--- config.mk ---
export PLATFORM = sky130hd
export DESIGN_NAME = edl_loader
export DESIGN_NICKNAME = d
export VERILOG_FILES = /design/src/edl_cksum.v /design/src/edl_desc_rom.v /design/src/edl_loader.v
export VERILOG_INCLUDE_DIRS = /design/src /design/src/src
export SDC_FILE = /design/constraint.sdc
export NUM_CORES = 1
export LEC_CHECK = 0
export ABC_AREA = 1
export BUFFER_PORTS_ARGS = -buffer_cell sky130_fd_sc_hd__buf_2
export CORE_MARGIN = 2
export CORE_UTILIZATION = 28
export DETAILED_ROUTE_END_ITERATION = 7
export GPL_TIMING_DRIVEN = 0
export PLACE_DENSITY = 0.51
export SETUP_SLACK_MARGIN = 0.05
export SYNTH_ARGS = -nofsm -noshare
export SYNTH_HDL_FRONTEND = slang
export SYNTH_SLANG_ARGS = --single-unit
--- constraint.sdc ---
create_clock -name sys_clk -period 3.3 [get_ports sys_clk]
set_clock_uncertainty 0.05 [all_clocks]
set_input_delay 0.165 -clock sys_clk [delete_from_list [all_inputs] [get_ports sys_clk]]
set_output_delay 0.165 -clock sys_clk [all_outputs]
set_load 0.005 [all_outputs]
--- src/edl_regs.vh ---
// Constants of the descriptor header loader: register map, fields, codes.
// Assumes byte addressing on an APB bus with 32-bit data, one word per register.
//
// Contract
// - Signature stored low byte, then high byte
// - Wrong signature: skip header, keep defaults
// - Block is four-byte prefix plus content
// - Prefix: type, length low, length high, checksum
// - Checksum is carry-free byte sum of content
// - Content length runs from 1 to 65535
// - Next prefix follows content without gap
// - Zero type byte ends the header
// - Bad checksum block dropped, walk goes on
// - Block position found by summing 4 plus lengths
// - Defaults give one bulk OUT endpoint, 64 bytes
// - Endpoint descriptor: seven bytes, type 5, address 0x01
// - Attributes bulk in bits 1:0, interval zero
// - String zero: four bytes, type 3, language 0x0409
// - Strings 1 to 3: maker, product, serial
// - Characters two bytes, code then zero
// - Serial string: 34 bytes, sixteen hex digits
// - Type III device 0, else type II device 4
// - Valid descriptor block replaces the default one; code only records length and pointer, DDATA keeps defaults
// - Valid firmware block only records its pointer
`ifndef EDL_REGS_VH
`define EDL_REGS_VH

// ****************************************************************
// Register byte offsets
// ****************************************************************
`define EDL_OFF_CTRL 8'h00
`define EDL_OFF_STATUS 8'h04
`define EDL_OFF_FW 8'h08
`define EDL_OFF_DEV 8'h0c
`define EDL_OFF_CFG 8'h10
`define EDL_OFF_STR 8'h14
`define EDL_OFF_SER_LO 8'h18
`define EDL_OFF_SER_HI 8'h1c
`define EDL_OFF_DSEL 8'h20
`define EDL_OFF_DDATA 8'h24

// ****************************************************************
// Field positions and reset values
// ****************************************************************
`define EDL_CTRL_RESTART 0
`define EDL_ST_DONE 0
`define EDL_ST_SIG_OK 1
`define EDL_ST_TYPE3 2
`define EDL_ST_BUSY 3
`define EDL_ST_BAD 4
`define EDL_ST_FW_V 24
`define EDL_ST_DEV_V 25
`define EDL_ST_CFG_V 26
`define EDL_ST_STR_V 27
`define EDL_SER_RST 32'h0000_0000
`define EDL_DSEL_RST 32'h0000_0000

// ****************************************************************
// Header codes and storage access
// ****************************************************************
`define EDL_PFX_BYTES 2'h3
`define EDL_TYPE_END 8'h00
`define EDL_TYPE_DEV 8'h03
`define EDL_TYPE_CFG 8'h04
`define EDL_TYPE_STR 8'h05
`define EDL_DEV_TRY0 3'h0
`define EDL_DEV_TRY1 3'h4

// ****************************************************************
// Default descriptor selectors and fixed bytes
// ****************************************************************
`define EDL_SEL_EP 3'h0
`define EDL_SEL_STR0 3'h1
`define EDL_SEL_STR1 3'h2
`define EDL_SEL_STR2 3'h3
`define EDL_SEL_STR3 3'h4
`define EDL_EP_LEN 8'h07
`define EDL_EP_TYPE 8'h05
`define EDL_EP_ADDR 8'h01
`define EDL_EP_ATTR 8'h02
`define EDL_EP_MPS 8'h40
`define EDL_STR_TYPE 8'h03
`define EDL_STR0_LEN 8'h04
`define EDL_LANG_LO 8'h09
`define EDL_LANG_HI 8'h04
`define EDL_STR1_LEN 8'h24
`define EDL_STR2_LEN 8'h2a
`define EDL_STR3_LEN 8'h22

`endif

--- src/edl_cksum.v ---
// Carry-free byte sum over a block's content.
// Assumes clear and add never come in the same cycle from the walker.
`timescale 1ns/100ps
module edl_cksum (
  // Clock and reset
  input wire sys_clk,
  input wire rst_b,
  // Control
  input wire clr,
  input wire add,
  input wire [7:0] data,
  // Result
  output reg [7:0] sum_q
);

  // Sum wraps at eight bits, carries dropped
  always @(posedge sys_clk) begin
    if (!rst_b) begin
      sum_q <= 8'h00;
    end else if (clr) begin
      sum_q <= 8'h00;
    end else if (add) begin
      sum_q <= sum_q + data;
    end
  end

endmodule // edl_cksum

--- src/edl_desc_rom.v ---
// Default endpoint and string descriptor contents, one byte per lookup.
// Assumes the caller registers the byte; pure combinational lookup.
`timescale 1ns/100ps
`include "edl_regs.vh"
module edl_desc_rom (
  // Lookup
  input wire [2:0] sel,
  input wire [6:0] offs,
  input wire [63:0] serial,
  // Answer
  output reg [7:0] byte_o,
  output reg [7:0] len_o
);

  // Neutral text; any content of this length would do
  localparam [135:0] MAKER_TXT = "Example Maker Inc";
  localparam [159:0] PROD_TXT = "Serial Bridge Loader";

  // Hex digit as an ASCII code
  function [7:0] hex_char;
    input [3:0] nib;
    begin
      hex_char = (nib < 4'ha) ? {4'h3, nib} : (8'h37 + {4'h0, nib});
    end
  endfunction

  wire [5:0] ch = offs[6:1] - 6'h01;

  // Byte lookup per descriptor
  always @* begin
    byte_o = 8'h00;
    len_o = 8'h00;
    case (sel)
      `EDL_SEL_EP: begin
        len_o = `EDL_EP_LEN;
        case (offs)
          7'h00: byte_o = `EDL_EP_LEN;
          7'h01: byte_o = `EDL_EP_TYPE;
          7'h02: byte_o = `EDL_EP_ADDR;
          7'h03: byte_o = `EDL_EP_ATTR;
          7'h04: byte_o = `EDL_EP_MPS;
          default: byte_o = 8'h00;
        endcase
      end
      `EDL_SEL_STR0: begin
        len_o = `EDL_STR0_LEN;
        case (offs)
          7'h00: byte_o = `EDL_STR0_LEN;
          7'h01: byte_o = `EDL_STR_TYPE;
          7'h02: byte_o = `EDL_LANG_LO;
          7'h03: byte_o = `EDL_LANG_HI;
          default: byte_o = 8'h00;
        endcase
      end
      `EDL_SEL_STR1, `EDL_SEL_STR2, `EDL_SEL_STR3: begin
        if (sel == `EDL_SEL_STR1) begin
          len_o = `EDL_STR1_LEN;
        end else if (sel == `EDL_SEL_STR2) begin
          len_o = `EDL_STR2_LEN;
        end else begin
          len_o = `EDL_STR3_LEN;
        end
        if (offs == 7'h00) begin
          byte_o = len_o;
        end else if (offs == 7'h01) begin
          byte_o = `EDL_STR_TYPE;
        end else if ({1'b0, offs} < len_o && !offs[0]) begin
          // Even bytes carry the code, odd bytes stay zero
          if (sel == `EDL_SEL_STR1) begin
            byte_o = MAKER_TXT[(16 - ch) * 8 +: 8];
          end else if (sel == `EDL_SEL_STR2) begin
            byte_o = PROD_TXT[(19 - ch) * 8 +: 8];
          end else begin
            byte_o = hex_char(serial[(63 - 4 * ch) -: 4]);
          end
        end
      end
      default: begin
        byte_o = 8'h00;
        len_o = 8'h00;
      end
    endcase
  end

endmodule // edl_desc_rom

--- src/edl_loader.v ---
// Boot header loader: signature check, descriptor block walk, APB registers.
// Assumes a two-wire controller on sys_clk that answers each byte read with
// a one-cycle ack or err pulse while the request is held.
`timescale 1ns/100ps
`include "edl_regs.vh"
module edl_loader #(
  // Value is arbitrary; set to the product number of the part
  parameter [15:0] PRODUCT_NUM = 16'h5a6b,
  // Block type that carries binary firmware
  parameter [7:0] FW_TYPE = 8'h06,
  // Autoexec firmware block type
  parameter [7:0] FW_AUTO_TYPE = 8'h07
) (
  // Clock and reset
  input wire sys_clk,
  input wire rst_b,
  // APB slave
  input wire psel,
  input wire penable,
  input wire pwrite,
  input wire [7:0] paddr,
  input wire [31:0] pwdata,
  output reg [31:0] prdata_q,
  output reg pready_q,
  output reg pslverr_q,
  // Storage byte reads through the two-wire controller
  output reg eep_req_q,
  output reg [15:0] eep_addr_q,
  output reg [2:0] eep_dev_q,
  output reg eep_type3_q,
  input wire eep_ack,
  input wire eep_err,
  input wire [7:0] eep_data,
  // Boot sequence
  output reg done_q,
  output reg sig_ok_q
);

  // ****************************************************************
  // Walker states
  // ****************************************************************
  localparam [2:0] S_IDLE = 3'h0;
  localparam [2:0] S_SIG = 3'h1;
  localparam [2:0] S_PFX = 3'h2;
  localparam [2:0] S_CONT = 3'h3;
  localparam [2:0] S_VERD = 3'h4;
  localparam [2:0] S_DONE = 3'h5;

  reg [2:0] state_q;
  reg [1:0] idx_q;
  reg try_q;
  reg [7:0] sig_lo_q;
  reg [7:0] type_q;
  reg [15:0] len_q;
  reg [7:0] ck_q;
  reg [15:0] cnt_q;
  reg [15:0] cont_ptr_q;
  reg [7:0] blocks_q;
  reg [7:0] bad_q;
  reg malformed_q;
  reg boot_q;
  reg [15:0] fw_ptr_q;
  reg fw_v_q;
  reg [31:0] dev_q;
  reg dev_v_q;
  reg [31:0] cfg_q;
  reg cfg_v_q;
  reg [31:0] str_q;
  reg str_v_q;
  reg [31:0] ser_lo_q;
  reg [31:0] ser_hi_q;
  reg [31:0] dsel_q;
  reg restart_q;
  wire [7:0] sum;
  wire [7:0] rom_byte;
  wire [7:0] rom_len;

  // One byte answered by the controller
  wire got = eep_req_q & eep_ack;
  wire fail = eep_req_q & eep_err;
  wire fetching = (state_q == S_SIG) || (state_q == S_PFX) || (state_q == S_CONT);

  // ****************************************************************
  // Submodules
  // ****************************************************************
  // Content sum, cleared while the prefix is read
  edl_cksum u_cksum (
    .sys_clk(sys_clk),
    .rst_b(rst_b),
    .clr(state_q == S_PFX),
    .add((state_q == S_CONT) & got),
    .data(eep_data),
    .sum_q(sum)
  );

  // Default descriptors; serial registers, low byte of the first register in the top byte
  edl_desc_rom u_rom (
    .sel(dsel_q[2:0]),
    .offs(dsel_q[14:8]),
    .serial({ser_lo_q[7:0], ser_lo_q[15:8], ser_lo_q[23:16], ser_lo_q[31:24],
             ser_hi_q[7:0], ser_hi_q[15:8], ser_hi_q[23:16], ser_hi_q[31:24]}),
    .byte_o(rom_byte),
    .len_o(rom_len)
  );

  // ****************************************************************
  // Header walker
  // ****************************************************************
  // Sequential byte reads, one outstanding request at a time
  always @(posedge sys_clk) begin
    if (!rst_b) begin
      state_q <= S_IDLE;
      idx_q <= 2'h0;
      try_q <= 1'b0;
      sig_lo_q <= 8'h00;
      type_q <= 8'h00;
      len_q <= 16'h0000;
      ck_q <= 8'h00;
      cnt_q <= 16'h0000;
      cont_ptr_q <= 16'h0000;
      blocks_q <= 8'h00;
      bad_q <= 8'h00;
      malformed_q <= 1'b0;
      boot_q <= 1'b1;
      fw_ptr_q <= 16'h0000;
      fw_v_q <= 1'b0;
      dev_q <= 32'h0000_0000;
      dev_v_q <= 1'b0;
      cfg_q <= 32'h0000_0000;
      cfg_v_q <= 1'b0;
      str_q <= 32'h0000_0000;
      str_v_q <= 1'b0;
      eep_req_q <= 1'b0;
      eep_addr_q <= 16'h0000;
      eep_dev_q <= `EDL_DEV_TRY0;
      eep_type3_q <= 1'b1;
      done_q <= 1'b0;
      sig_ok_q <= 1'b0;
    end else begin
      boot_q <= 1'b0;
      // Request stands until answered, then drops until the next cycle spent fetching
      if (got || fail) begin
        eep_req_q <= 1'b0;
        eep_addr_q <= eep_addr_q + 16'h0001;
      end else if (fetching && !eep_req_q) begin
        eep_req_q <= 1'b1;
      end
      case (state_q)
        S_IDLE: begin
          if (boot_q || restart_q) begin
            // Start over with first addressing scheme, defaults in force
            state_q <= S_SIG;
            idx_q <= 2'h0;
            try_q <= 1'b0;
            eep_addr_q <= 16'h0000;
            eep_dev_q <= `EDL_DEV_TRY0;
            eep_type3_q <= 1'b1;
            blocks_q <= 8'h00;
            bad_q <= 8'h00;
            malformed_q <= 1'b0;
            fw_v_q <= 1'b0;
            dev_v_q <= 1'b0;
            cfg_v_q <= 1'b0;
            str_v_q <= 1'b0;
            done_q <= 1'b0;
            sig_ok_q <= 1'b0;
          end
        end
        S_SIG: begin
          if (got && idx_q == 2'h0) begin
            sig_lo_q <= eep_data;
            idx_q <= 2'h1;
          end else if ((got && {eep_data, sig_lo_q} != PRODUCT_NUM) || fail) begin
            if (!try_q) begin
              // Second attempt with the other addressing scheme
              try_q <= 1'b1;
              idx_q <= 2'h0;
              eep_addr_q <= 16'h0000;
              eep_dev_q <= `EDL_DEV_TRY1;
              eep_type3_q <= 1'b0;
            end else begin
              state_q <= S_DONE;
            end
          end else if (got) begin
            sig_ok_q <= 1'b1;
            idx_q <= 2'h0;
            state_q <= S_PFX;
          end
        end
        S_PFX: begin
          if (fail) begin
            malformed_q <= 1'b1;
            state_q <= S_DONE;
          end else if (got) begin
            case (idx_q)
              2'h0: begin
                type_q <= eep_data;
                if (eep_data == `EDL_TYPE_END) begin
                  state_q <= S_DONE;
                end
              end
              2'h1: len_q[7:0] <= eep_data;
              2'h2: len_q[15:8] <= eep_data;
              default: ck_q <= eep_data;
            endcase
            idx_q <= idx_q + 2'h1;
            if (idx_q == `EDL_PFX_BYTES) begin
              if (len_q == 16'h0000) begin
                malformed_q <= 1'b1;
                state_q <= S_DONE;
              end else begin
                cnt_q <= len_q;
                cont_ptr_q <= eep_addr_q + 16'h0001;
                state_q <= S_CONT;
              end
            end
          end
        end
        S_CONT: begin
          if (fail) begin
            malformed_q <= 1'b1;
            state_q <= S_DONE;
          end else if (got) begin
            cnt_q <= cnt_q - 16'h0001;
            if (cnt_q == 16'h0001) begin
              state_q <= S_VERD;
            end
          end
        end
        S_VERD: begin
          // Address already points at the next prefix
          blocks_q <= blocks_q + 8'h01;
          idx_q <= 2'h0;
          state_q <= S_PFX;
          if (sum != ck_q) begin
            bad_q <= bad_q + 8'h01;
          end else if (type_q == `EDL_TYPE_DEV) begin
            dev_q <= {len_q, cont_ptr_q};
            dev_v_q <= 1'b1;
          end else if (type_q == `EDL_TYPE_CFG) begin
            cfg_q <= {len_q, cont_ptr_q};
            cfg_v_q <= 1'b1;
          end else if (type_q == `EDL_TYPE_STR) begin
            str_q <= {len_q, cont_ptr_q};
            str_v_q <= 1'b1;
          end else if (type_q == FW_TYPE || type_q == FW_AUTO_TYPE) begin
            fw_ptr_q <= cont_ptr_q;
            fw_v_q <= 1'b1;
          end
        end
        S_DONE: begin
          done_q <= 1'b1;
          state_q <= S_IDLE;
        end
        default: state_q <= S_IDLE;
      endcase
    end
  end

  // ****************************************************************
  // APB slave
  // ****************************************************************
  // One wait state; write takes effect at the edge where pready is seen
  wire acc = psel & penable;
  wire wr_now = acc & pready_q & pwrite;

  // Read mux, zero for unmapped offsets
  reg [31:0] rd_mux;
  reg hit;
  always @* begin
    rd_mux = 32'h0000_0000;
    hit = 1'b1;
    case (paddr)
      `EDL_OFF_CTRL: rd_mux = 32'h0000_0000;
      `EDL_OFF_STATUS: begin
        rd_mux[`EDL_ST_DONE] = done_q;
        rd_mux[`EDL_ST_SIG_OK] = sig_ok_q;
        rd_mux[`EDL_ST_TYPE3] = eep_type3_q;
        rd_mux[`EDL_ST_BUSY] = (state_q != S_IDLE);
        rd_mux[`EDL_ST_BAD] = malformed_q;
        rd_mux[15:8] = blocks_q;
        rd_mux[23:16] = bad_q;
        rd_mux[`EDL_ST_FW_V] = fw_v_q;
        rd_mux[`EDL_ST_DEV_V] = dev_v_q;
        rd_mux[`EDL_ST_CFG_V] = cfg_v_q;
        rd_mux[`EDL_ST_STR_V] = str_v_q;
      end
      `EDL_OFF_FW: rd_mux = {16'h0000, fw_ptr_q};
      `EDL_OFF_DEV: rd_mux = dev_q;
      `EDL_OFF_CFG: rd_mux = cfg_q;
      `EDL_OFF_STR: rd_mux = str_q;
      `EDL_OFF_SER_LO: rd_mux = ser_lo_q;
      `EDL_OFF_SER_HI: rd_mux = ser_hi_q;
      `EDL_OFF_DSEL: rd_mux = {17'h00000, dsel_q[14:8], 5'h00, dsel_q[2:0]};
      `EDL_OFF_DDATA: rd_mux = {16'h0000, rom_len, rom_byte};
      default: hit = 1'b0;
    endcase
  end

  // Handshake, read data and writable registers
  always @(posedge sys_clk) begin
    if (!rst_b) begin
      pready_q <= 1'b0;
      pslverr_q <= 1'b0;
      prdata_q <= 32'h0000_0000;
      ser_lo_q <= `EDL_SER_RST;
      ser_hi_q <= `EDL_SER_RST;
      dsel_q <= `EDL_DSEL_RST;
      restart_q <= 1'b0;
    end else begin
      pready_q <= acc & ~pready_q;
      pslverr_q <= acc & ~pready_q & ~hit;
      prdata_q <= (acc & ~pready_q & ~pwrite) ? rd_mux : 32'h0000_0000;
      // Restart request held until the walker is idle
      if (state_q == S_IDLE) begin
        restart_q <= 1'b0;
      end
      if (wr_now) begin
        case (paddr)
          `EDL_OFF_CTRL: begin
            if (pwdata[`EDL_CTRL_RESTART]) begin
              restart_q <= 1'b1;
            end
          end
          `EDL_OFF_SER_LO: ser_lo_q <= pwdata;
          `EDL_OFF_SER_HI: ser_hi_q <= pwdata;
          `EDL_OFF_DSEL: dsel_q <= {17'h00000, pwdata[14:8], 5'h00, pwdata[2:0]};
          default: ;
        endcase
      end
    end
  end

endmodule // edl_loader

* Word-level counts from Yosys, hierarchy flattened
Index checks and enable logic that the tools add are counted.
** Word-level totals
- Word-level logic and storage cells :: 304
- Bits in registers :: 352
- Output and inout port bits :: 57
** Cells by class
- Equal/unequal tests :: 66
- Magnitude comparators :: 2
- Reduce and logical (&&, ||, !) cells :: 60
- Shift-type cells :: 3
- $add $sub $neg :: 11
- Bitwise logic cells :: 20
- Mux-type cells :: 106
** Operator list (count)
- $pmux W20 S9 :: 1
- $mux W16 :: 11
- $shiftx A160 B33 Y8 const A :: 1
- $shiftx A136 B33 Y8 const A :: 1
- $mux W8 :: 10
- $shiftx A67 B33 Y4 :: 1
- $pmux W16 S2 :: 2
- $mux W3 :: 18
- $pmux W8 S3 :: 2
- $pmux W5 S9 :: 1
- $ne A2 B2 Y1 const B :: 21
- $eq A8 B3 Y1 const B :: 5
- $mux W1 :: 35
- $pmux W7 S5 :: 1
- $eq A8 B5 Y1 const B :: 4
- $pmux W8 S2 :: 2
- $reduce_and A4 Y1 :: 7
- $reduce_and A5 Y1 :: 5
- $reduce_and A6 Y1 :: 4
- $pmux W3 S7 :: 1
- $pmux W4 S5 :: 1
- $add A16 B1 Y16 const B :: 1
- $add A8 B1 Y8 const B :: 2
- $eq A16 B1 Y1 const B :: 1
- 55 further kinds :: 130

* Depth between registers and ports, before layout
Gate-level depths: netlist of run 1.
- Depth after elaboration :: 12
- Mapped depth :: 32
- Mapped depth without buffers :: 30

* Cells and area by module
A second synthesis of run 1 with hierarchy kept.
** Unflattened totals
- Cell total of the unflattened synthesis :: 2755
- Area total of the unflattened synthesis :: 18036.0 sq um
** By module, submodules not included
- edl_loader :: seq. area each 6846.6 sq um, times used 1, cells each 2198, area each 15164.5 sq um
- edl_desc_rom :: seq. area each 0.0 sq um, times used 1, cells each 460, area each 2200.9 sq um
- edl_cksum :: seq. area each 160.2 sq um, times used 1, cells each 97, area each 670.6 sq um

* Worst setup path after synthesis of run 1
Ideal clock, no wire load.
- Path type :: register to register
- From :: reg dsel_q[10]
- To :: reg prdata_q[1]
- Path buffers :: 2
- Cell stages (with the launch flop) :: 32
- Setup slack :: 0.131 ns
- Library setup time :: 0.070 ns
- Arrival :: 3.049 ns
- Cells stage by stage :: dfxtp_1 inv_1 ha_1 nand2_2 nand2_1 o21ai_0 nand2_1 inv_1 ha_1 buf_4 inv_1 nor2_2 buf_4 o211ai_1 nand2_1 nand2_1 nand2_1 nor2_1 nor2_1 inv_1 ha_1 inv_1 nand3_1 nand2_1 nand2_1 nand2_1 nand2_1 nand2_1 nand2_1 nand2_1 nand2_1 a21oi_1
** Between the ends
- Word-level cells in the longest chain between the ends :: 12
- Elaborated cells between the ends (all ways) :: 27
- Classes of those cells :: add/sub: 5; order compare: 2; eq/ne: 4; shift: 3; mux: 10; reduce/logical: 3
** RTL lines
- start: declaration :: line edl_loader.v:72 : reg [31:0] dsel_q;
- start signal: assignment :: line edl_loader.v:308 : dsel_q <= `EDL_DSEL_RST;
- start signal: assignment :: line edl_loader.v:327 : `EDL_OFF_DSEL: dsel_q <= {17'h00000, pwdata[14:8], 5'h00, pwdata[2:0]};
- $sub A6 B1 Y6 :: line edl_desc_rom.v:27 : wire [5:0] ch = offs[6:1] - 6'h01;
- $sub A6 B8 Y9 :: line edl_desc_rom.v:74 : byte_o = hex_char(serial[(63 - 4 * ch) -: 4]);
- $shiftx A67 B33 Y4 :: line edl_desc_rom.v:74
- $add A6 B4 Y7 or $lt A4 B4 Y1 (tied branches) :: line edl_desc_rom.v:23 : hex_char = (nib < 4'ha) ? {4'h3, nib} : (8'h37 + {4'h0, nib});
- $mux W8 :: line edl_desc_rom.v:23
- $mux W8 :: line edl_desc_rom.v:71 : end else if (sel == `EDL_SEL_STR2) begin
- $mux W8 :: line edl_desc_rom.v:69 : if (sel == `EDL_SEL_STR1) begin
- $mux W8 :: line edl_desc_rom.v:67 : end else if ({1'b0, offs} < len_o && !offs[0]) begin
- $mux W8 :: line edl_desc_rom.v:65 : end else if (offs == 7'h01) begin
- $mux W8 :: line edl_desc_rom.v:63 : if (offs == 7'h00) begin
- $pmux W8 S3 (*) :: line edl_desc_rom.v:33 : case (sel)
- $pmux W5 S9 (*) :: line edl_loader.v:273 : case (paddr)
- end signal: assignment :: line edl_loader.v:313 : prdata_q <= (acc & ~pready_q & ~pwrite) ? rd_mux : 32'h0000_0000;
- end: declaration :: line edl_loader.v:23 : output reg [31:0] prdata_q,
Every way passes the cells marked *; elsewhere a longest branch is shown, timed or not.
A chain may end at the register's enable or synchronous reset.

* Worst setup path in the final report of run 1
- From :: reg dsel_q[10]
- To :: reg prdata_q[0]
Same word-level chain as after synthesis.

==> run summary, run 1 <==
outcome -> complete, but fails checks
failing checks -> max-capacitance violations, max-slew violations, negative setup slack
minimum clock period -> 3.343 ns
Crit path top cell by count -> nand2_1
Top-Level Pins -> 112
Final Hold Fails -> 0
critical path fanouts, max -> 6
row cnt -> 89
pwr/cell area -> 481.5 nW/um^2
post-layout util -> 0.3495
antenna violations before repair -> 3
drc violations -> 0
Met2 Wirelength -> 31940 um
syn avg cell area -> 7.185 sq um
Num CTS Buffers -> 40
post-synthesis cell count -> 2314
CTS root buf -> clkbuf_16
Netlist cell types -> 56
clock sinks -> 350
CP Capture Type -> flop
crit path launch type -> flop
pin count of the biggest net entering global routing -> 14
Port-buffer cells -> 109
max frequency -> 0.2991 GHz
Worst Path Required -> 3.74 ns
metal1 wirelength -> 29720 um
sequential cell area fraction in the yosys report -> 0.4214
HP Class -> in -> reg
Critical Path Max Stage Delay -> 0.36 ns
post-route ant nets -> 0
Initial Util -> 0.2822
Die Span Y -> 247.7 um
layout cells sized above 1 -> 0.1331
post-synthesis async set-or-reset flop share -> 0
total global-route track usage -> 0.2150
total of max-cap violations -> 1
Worst path slowest cell -> dfxtp_4
Slew Viols, Final -> 1
WS Path Type -> reg -> reg
gpl congestion -> 0.9302
worst slew pin tran -> 1.479 ns
yosys synthesis warning count -> 0
CTS tree -> done
RSZ-0062 raised after global routing -> true
Final Total Pwr -> 9.912 mW
VDD IR max -> 0.3467 mV
Core ar. -> 58910 sq um
flops & latches, synth -> 350
via/cell ratio -> 5.195
first-pass GRT wire length -> 100600 um
grt total ovfl -> 0
slew margin rel. -> -0.01123
fin nets -> 2635
DP HPWL -> 51300 um
leakage -> 7.828 nW
Filler cells -> 6248
total routed wirelength -> 67740 um
final count of negative-setup-slack endpoints -> 2
worst-skew pair later-pin latency -> 0.58 ns
Die W -> 247.7 um
Arr. time, crit path -> 3.78 ns
wire per inst -> 20.18 um
vias in the first global route -> 16550
Synth Cell Area -> 16630 sq um
Post-synth EDFFs -> 0
via count -> 17440
ANT cells -> 0
ys flop type -> dfxtp_1
die area -> 61340 sq um
DR top layer -> met4
clock transition at the registers of the reported paths -> 0.06 ns
met3 WL -> 4027 um
Final WS setup -> -0.04304 ns
htree depth -> 2
crit share post-route -> 1.013
Layout area overhead -> 23.82%
drt pass-1 iters -> 6
1st-iter DRT viols -> 1355
deepest clock path buffer count -> 3
-- where the power goes --
part	internal, mW	switching, mW
logic	0.282	0.689
registers	4.30	0.0771
clock network	2.66	1.91
-- stage by stage --
stage	setup slack [ns]	std cells	area, sq um	TNS (ns)	hold WS [ns]
3_5_place_dp	-0.9605	3197	18140	-5.740	0.3900
6_report	-0.04304	3357	20590	-0.05422	0.05789
4_1_cts	-0.02059	3351	20400	-0.03494	0.03548
2_1_floorplan	0.1307	2315	16630	0	0.2499
5_1_grt	-0.2512	3357	20590	-1.103	0.08245
3_3_place_gp	-1.005	3197	18140	-5.658	0.3856
-- layout by cell type, fill, tap and decap left out, types with 5 or more instances in the layout --
cell / instances
a21oi_1: 311
nor2_1: 186
buf_2: 127
clkbuf_1: 95
nand4_1: 15
clkbuf_16: 40
nor2_2: 13
nand3_1: 98
inv_2: 14
ha_4: 6
a41oi_1: 11
or2_2: 6
nand2_2: 13
nor2_4: 5
a21oi_2: 7
o211ai_1: 14
nand2_1: 308
o22ai_1: 39
o2111ai_1: 6
nand3_2: 10
o21ai_2: 6
clkinv_2: 8
nor4_1: 14
a211oi_1: 58
dfxtp_1: 346
a221oi_1: 16
nor3_1: 29
clkbuf_8: 7
o21ai_0: 271
nand2_4: 7
dlygate4sd3_1: 44
inv_1: 273
xor2_1: 20
buf_4: 44
a31oi_1: 16
ha_1: 20
-- logic make-up after synthesis --
| logic type | after synthesis | share of synthesized area |
|---|---|---|
| AO/OA/AOI/OAI | 783 | 0.2635 |
| AND/OR/NAND/NOR | 718 | 0.1851 |
| buffers and inverters | 410 | 0.09557 |
| flip-flops | 350 | 0.4214 |
| adder cells (fa/ha/maj) | 28 | 0.02152 |
| XOR/XNOR | 24 | 0.01264 |
| other | 1 | 0.0002256 |
-- cells in the mapped netlist, types with 15 or more instances --
cell	number	area, sq um
xor2_1	20	175.2
buf_2	19	95.09
nand3_1	107	535.5
a21oi_1	317	1587
inv_1	283	1062
a221oi_1	16	140.1
nor3_1	29	145.1
clkbuf_1	86	322.8
a211oi_1	58	435.4
o22ai_1	39	244.0
o21ai_0	274	1371
nand4_1	15	93.84
nand2_1	319	1197
ha_1	27	337.8
dfxtp_1	350	7007
a31oi_1	17	106.4
nor2_1	192	720.7
-- flip-flops by register name, indices dropped and copies added, names as in the netlist, 16 cells and up --
| signal | count |
|---|---|
| cont_ptr_q | 16 |
| len_q | 16 |
| ser_hi_q | 32 |
| cnt_q | 16 |
| fw_ptr_q | 16 |
| dev_q | 32 |
| prdata_q | 32 |
| ser_lo_q | 32 |
| cfg_q | 32 |
| str_q | 32 |
| eep_addr_q | 16 |
-- layer usage --
layer | up-vias | global-route usage
li1 | 8367 | -
met1 | 8319 | 0.2854
met2 | 640 | 0.3626
met3 | 113 | 0.02411
met4 | 0 | 0.07062
met5 | - | 0
-- critical path: cells and delay by family, from the launching register on --
kind                       cells  cell delay, ns
adders and majority gates      2            0.31
AOI/OAI and AO/OA              2            0.25
DFF                            1            0.36
and+or+nand+nor               19            1.55
buffers and inverters          7            0.72
-- layout make-up --
| cell class | count | area [sq um] | area share |
|---|---|---|---|
| buffer | 115 | 499.2 | 0.02425 |
| clock buffer | 56 | 1131 | 0.05494 |
| clock inverter | 18 | 205.2 | 0.009968 |
| inverter | 295 | 1130 | 0.05488 |
| multi-input combinational | 1555 | 8315 | 0.4039 |
| sequential | 350 | 7017 | 0.3408 |
| tap | 773 | 967.2 | 0.04698 |
| timing repair buffer | 195 | 1321 | 0.06418 |
-- worst paths after layout --
check                           start  slack [ns]  cells after the start                        to
max           dsel_q[10]$_SDFFE_PN0P_       -0.04                     30    prdata_q[0]$_SDFF_PN0_
min                              psel        0.06                      5    prdata_q[6]$_SDFF_PN0_
max reg2reg   dsel_q[10]$_SDFFE_PN0P_       -0.04                     30    prdata_q[0]$_SDFF_PN0_
min reg2reg  fw_ptr_q[8]$_SDFFE_PN0P_        0.40                      2  fw_ptr_q[8]$_SDFFE_PN0P_
-- timing repair --
action / 4_1_cts / 5_1_grt
resized for setup: 57 / 41
setup endpoints to repair: 7 / 7
hold endpoints to repair: 109 / 0
hold buffers: 44 / 0
pin swaps: 21 / 35
buffers inserted: 36 / 8
Power figures use the tool's default switching activity.
==> run 2, diff against run 1 <==
Settings changed: ABC_CLOCK_PERIOD_IN_PS set to 3600, GPL_ROUTABILITY_DRIVEN set to 0, PLACE_DENSITY 0.51 to 0.49.
Clock period 3.3 ns to 3.6 ns, I/O delays scaled along.
==> run summary, run 2 (synthesized netlist as in run 1, its figures left out) <==
largest delay contributor family on the critical path -> simple AND/OR/NAND/NOR gates
1st-iter DRT viols -> 1451
vias in the first global route -> 16390
wire per inst -> 20.44 um
row cnt -> 89
Initial Util -> 0.2822
post-route ant nets -> 0
pwr/cell area -> 455.7 nW/um^2
Placed Cells -> 3197
layout cells sized above 1 -> 0.1230
pin count of the biggest net entering global routing -> 13
critical path fanouts, max -> 8
most frequent cells in the layout -> dfxtp_1, a21oi_1, nand2_1
Slew Viols, Final -> 0
Buf+Inv Stages, Crit Path -> 7
Worst path slowest cell -> dfxtp_2
Worst Path Required -> 3.97 ns
post-route insts no fill -> 3344
total routed wirelength -> 68350 um
Core ar. -> 58910 sq um
worst slew pin tran -> 1.456 ns
crit share post-route -> 0.9542
Port-buffer cells -> 109
max frequency -> 0.2911 GHz
total global-route track usage -> 0.2164
Layout area overhead -> 23.60%
DP HPWL -> 51710 um
WS Path Type -> reg -> reg
Fin Setup TNS -> 0 ns
clock sinks -> 350
Top-Level Pins -> 112
drt pass-1 iters -> 5
RSZ-0062 raised after global routing -> true
Final Hold Fails -> 0
htree depth -> 2
via count -> 17470
slew margin rel. -> 0.02183
Critical Path Max Stage Delay -> 0.35 ns
Die W -> 247.7 um
minimum clock period -> 3.435 ns
die area -> 61340 sq um
Num CTS Buffers -> 41
leakage -> 7.829 nW
CP Capture Type -> flop
Crit path top cell by count -> nand2_1
post-layout util -> 0.3488
deepest clock path buffer count -> 3
first-pass GRT wire length -> 101000 um
total of max-cap violations -> 0
VDD IR max -> 0.3028 mV
grt total ovfl -> 0
HP Class -> in -> reg
worst-skew pair later-pin latency -> 0.58 ns
CTS root buf -> clkbuf_16
final count of negative-setup-slack endpoints -> 0
drc violations -> 0
crit path launch type -> flop
Die Span Y -> 247.7 um
Arr. time, crit path -> 3.80 ns
CTS tree -> done
clock transition at the registers of the reported paths -> 0.06 ns
antenna violations before repair -> 4
via/cell ratio -> 5.225
outcome -> finished, final reports clean
fin nets -> 2624
commonest non-fill, non-tap cell in the layout -> dfxtp_1
-- run 2: changes by cell type in the layout (fill, tap and decap cells not counted), moves of 4 or more --
cell        before  now
a21oi_1        311  315
a21oi_2          7    3
buf_4           44   30
bufinv_16        3    7
clkinvlp_4       4    0
nor2_1         186  190
nor2_2          13    9
-- run 2: through the flow --
stage / setup slack [ns] / instance area, sq um / hold WS, ns / power (mW)
floorplan: 0.4307 / 16630 / 0.2649 / 4.591
detailed placement: -0.6871 / 18140 / 0.3969 / 4.935
finish: 0.1650 / 20550 / 0.04844 / 9.364
global placement: -0.6160 / 18140 / 0.3900 / 4.927
global route: -0.01405 / 20540 / 0.06785 / 9.667
CTS: 0.06402 / 20240 / 0.02036 / 9.415
-- run 2: final timing paths --
check / start / end / slack, ns / cells after the start
worst min-delay path: eep_err / type_q[0]$_SDFFE_PN0P_ / 0.05 / 4
worst min register to register: fw_ptr_q[15]$_SDFFE_PN0P_ / fw_ptr_q[15]$_SDFFE_PN0P_ / 0.40 / 2
worst max-delay path: dsel_q[11]$_SDFFE_PN0P_ / prdata_q[1]$_SDFF_PN0_ / 0.16 / 30
worst max register to register: dsel_q[11]$_SDFFE_PN0P_ / prdata_q[1]$_SDFF_PN0_ / 0.16 / 30
-- run 2: cell type report --
cell class                 instances  area (sq um)
inverter                         295          1130
clock buffer                      55          1139
multi-input combinational       1555          8269
clock inverter                    16         281.5
antenna                            2         5.005
tap                              773         967.2
buffer                           115         499.2
timing repair buffer             183          1242
fill                            6270         38360
sequential                       350          7017
-- run 2: what timing repair did --
item / 4_1_cts / 5_1_grt
buffers inserted: 17 / 12
hold buffers: 43 / 0
setup endpoints to repair: 7 / 7
cloned: 1 / 0
hold endpoints to repair: 98 / 0
pin swaps: 5 / 26
gates resized for setup: 29 / 53
-- run 2: metal layers --
layer  vias to the layer above  routed length (um)  track usage
met3                       120                4038      0.02541
met2                       673               32080       0.3639
met1                      8355               30290       0.2889
met5                         -                   0            0
li1                       8324                   -            -
met4                         0                1932      0.06763
-- run 2: worst min-delay path: stages --
cell and delay (ns):
buf_2 0.10, nor3_1 0.12, o21ai_0 0.17, a21oi_1 0.05
-- run 2: where the power goes --
part	switching, mW	internal [mW]
logic	0.636	0.257
clock network	1.74	2.72
registers	0.0736	3.94
==> run 3, diff against run 2 <==
Settings changed: SYNTH_HIERARCHICAL set to 1.
==> run summary, run 3 <==
outcome -> complete, but fails checks
failing checks -> negative setup slack
critical path fanouts, max -> 5
Layout area overhead -> 25.18%
total global-route track usage -> 0.2107
htree depth -> 2
Top-Level Pins -> 112
RSZ-0062 raised after global routing -> true
Initial Util -> 0.2813
Switch Pwr -> 2.747 mW
Post-synth top cells -> nand2_1, nor2_1, dfxtp_1
first-pass GRT wire length -> 107400 um
row cnt -> 93
commonest non-fill, non-tap cell in the layout -> nand2_1
vias in the first global route -> 17490
minimum clock period -> 3.614 ns
Port-buffer cells -> 109
die area -> 66460 sq um
Final Total Pwr -> 10.11 mW
ANT cells -> 0
DP HPWL -> 54760 um
Die W -> 257.8 um
sequential cell area fraction in the yosys report -> 0.3885
CTS tree -> done
pwr/cell area -> 447.6 nW/um^2
post-synthesis async set-or-reset flop share -> 0
via count -> 18910
Critical Path Max Stage Delay -> 0.38 ns
HP Class -> in -> reg
total of max-cap violations -> 0
clock transition at the registers of the reported paths -> 0.06 ns
ys flop type -> dfxtp_1
count leader, synth -> nand2_1
antenna violations before repair -> 2
Yosys top cell by area -> dfxtp_1
crit share post-route -> 1.004
final count of negative-setup-slack endpoints -> 1
Crit path top cell by count -> nand2_1
CTS root buf -> clkbuf_16
worst-skew pair later-pin latency -> 0.60 ns
Final Hold Fails -> 0
crit path launch type -> flop
Arr. time, crit path -> 4.06 ns
wire per inst -> 18.65 um
deepest clock path buffer count -> 3
VDD IR max -> 0.2896 mV
Netlist cell types -> 56
post-route insts no fill -> 3883
fin nets -> 3074
Seq pwr share -> 0.399
Core ar. -> 64120 sq um
1st-iter DRT viols -> 1421
slew margin rel. -> 0.1154
Synth Cell Area -> 18040 sq um
Slew Viols, Final -> 0
yosys synthesis warning count -> 6
via/cell ratio -> 4.869
total routed wirelength -> 72400 um
pin count of the biggest net entering global routing -> 13
Post-synth EDFFs -> 0
clock share of power -> 0.492
grt total ovfl -> 0
post-route ant nets -> 0
post-synthesis cell count -> 2755
most frequent cells in the layout -> nand2_1, nor2_1, dfxtp_1
power share of the combinational group -> 0.109
leakage -> 9.524 nW
max frequency -> 0.2767 GHz
Die Span Y -> 257.8 um
syn avg cell area -> 6.547 sq um
drt pass-1 iters -> 7
Placed Cells -> 3723
Num CTS Buffers -> 44
Synth top area share -> 0.3885
Worst Path Required -> 4.04 ns
worst slew pin tran -> 1.317 ns
CP Capture Type -> flop
flops & latches, synth -> 350
drc violations -> 0
WS Path Type -> reg -> reg
Final WS setup -> -0.01434 ns
clock sinks -> 350
Int Power -> 7.358 mW
layout cells sized above 1 -> 0.1463
cells taking the most area after synthesis -> dfxtp_1, nand2_1, nor2_1, a21oi_1, nand3_1
Worst path slowest cell -> dfxtp_4
Sw Ratio -> 0.2719
run 3: critical path: cells and delay by family (launching register included):
| kind | cells | cell delay (ns) |
|---|---|---|
| adder cells (fa/ha/maj) | 2 | 0.34 |
| flip-flops | 1 | 0.38 |
| AND/OR/NAND/NOR | 19 | 1.98 |
| buffers and inverters | 8 | 0.77 |
run 3: cells by family (layout without fill, tap and decap cells):
logic type,count (synthesis),count (layout),synth area share
adders and majority gates,25,25,0.01776
other,2,6,0.0004164
buffers and inverters,425,694,0.09594
DFF,350,350,0.3885
and+or+nand+nor,1370,1370,0.3177
xor gates and xnor gates,26,26,0.01512
AOI/OAI and AO/OA,557,557,0.1646
run 3: final cells by class:
| class | instances | area [sq um] |
|---|---|---|
| inverter | 294 | 1114 |
| fill | 7112 | 41540 |
| clock buffer | 64 | 1296 |
| buffer | 130 | 671.9 |
| multi-input combinational | 1984 | 9734 |
| timing repair buffer | 190 | 1359 |
| clock inverter | 16 | 320.3 |
| tap | 855 | 1070 |
| sequential | 350 | 7013 |
run 3: worst paths after layout:
kind,cells after the start,start,end,slack (ns)
setup / recovery,29,dsel_q[9]$_SDFFE_PN0P_,prdata_q[3]$_SDFF_PN0_,-0.01
hold / removal,5,psel,prdata_q[7]$_SDFF_PN0_,0.07
setup reg to reg,29,dsel_q[9]$_SDFFE_PN0P_,prdata_q[3]$_SDFF_PN0_,-0.01
hold reg to reg,2,str_v_q$_SDFFE_PN0P_,str_v_q$_SDFFE_PN0P_,0.41
run 3: routing by layer:
metal / track usage / part of all wire / vias up
li1: - / - / 9422
met4: 0.07434 / 0.032 / 0
met3: 0.02719 / 0.050 / 113
met5: 0 / 0 / -
met2: 0.3480 / 0.46 / 552
met1: 0.2819 / 0.46 / 8819
run 3: repair_timing:
action / 4_1_cts / 5_1_grt
hold endpoints to repair: 117 / 0
gates resized for setup: 68 / 81
cloned: 2 / 0
hold buffers: 43 / 0
setup endpoints to repair: 7 / 7
pin swaps: 29 / 57
setup buffers: 25 / 11
run 3: power groups by stage:
stage / logic (mW) / registers, mW / clock network (mW)
floorplan: 0.665 / 4.10 / 0
global placement: 1.06 / 4.12 / 0
CTS: 1.10 / 4.03 / 5.06
finish: 1.10 / 4.03 / 4.97
detailed placement: 1.05 / 4.12 / 0
global route: 1.21 / 4.05 / 5.20
run 3: stage by stage:
step           setup TNS, ns  instance area, sq um    util  setup slack (ns)  hold WS (ns)
2_1_floorplan              0                 18050       -           0.05778        0.2649
3_3_place_gp          -7.473                 19670  0.3067            -1.213        0.3941
3_5_place_dp          -7.172                 19670  0.3067            -1.153        0.3972
4_1_cts             -0.05782                 22210  0.3464          -0.04640       0.01920
5_1_grt              -0.4829                 22580  0.3521           -0.1015       0.08750
6_report            -0.01434                 22580  0.3521          -0.01434       0.06524
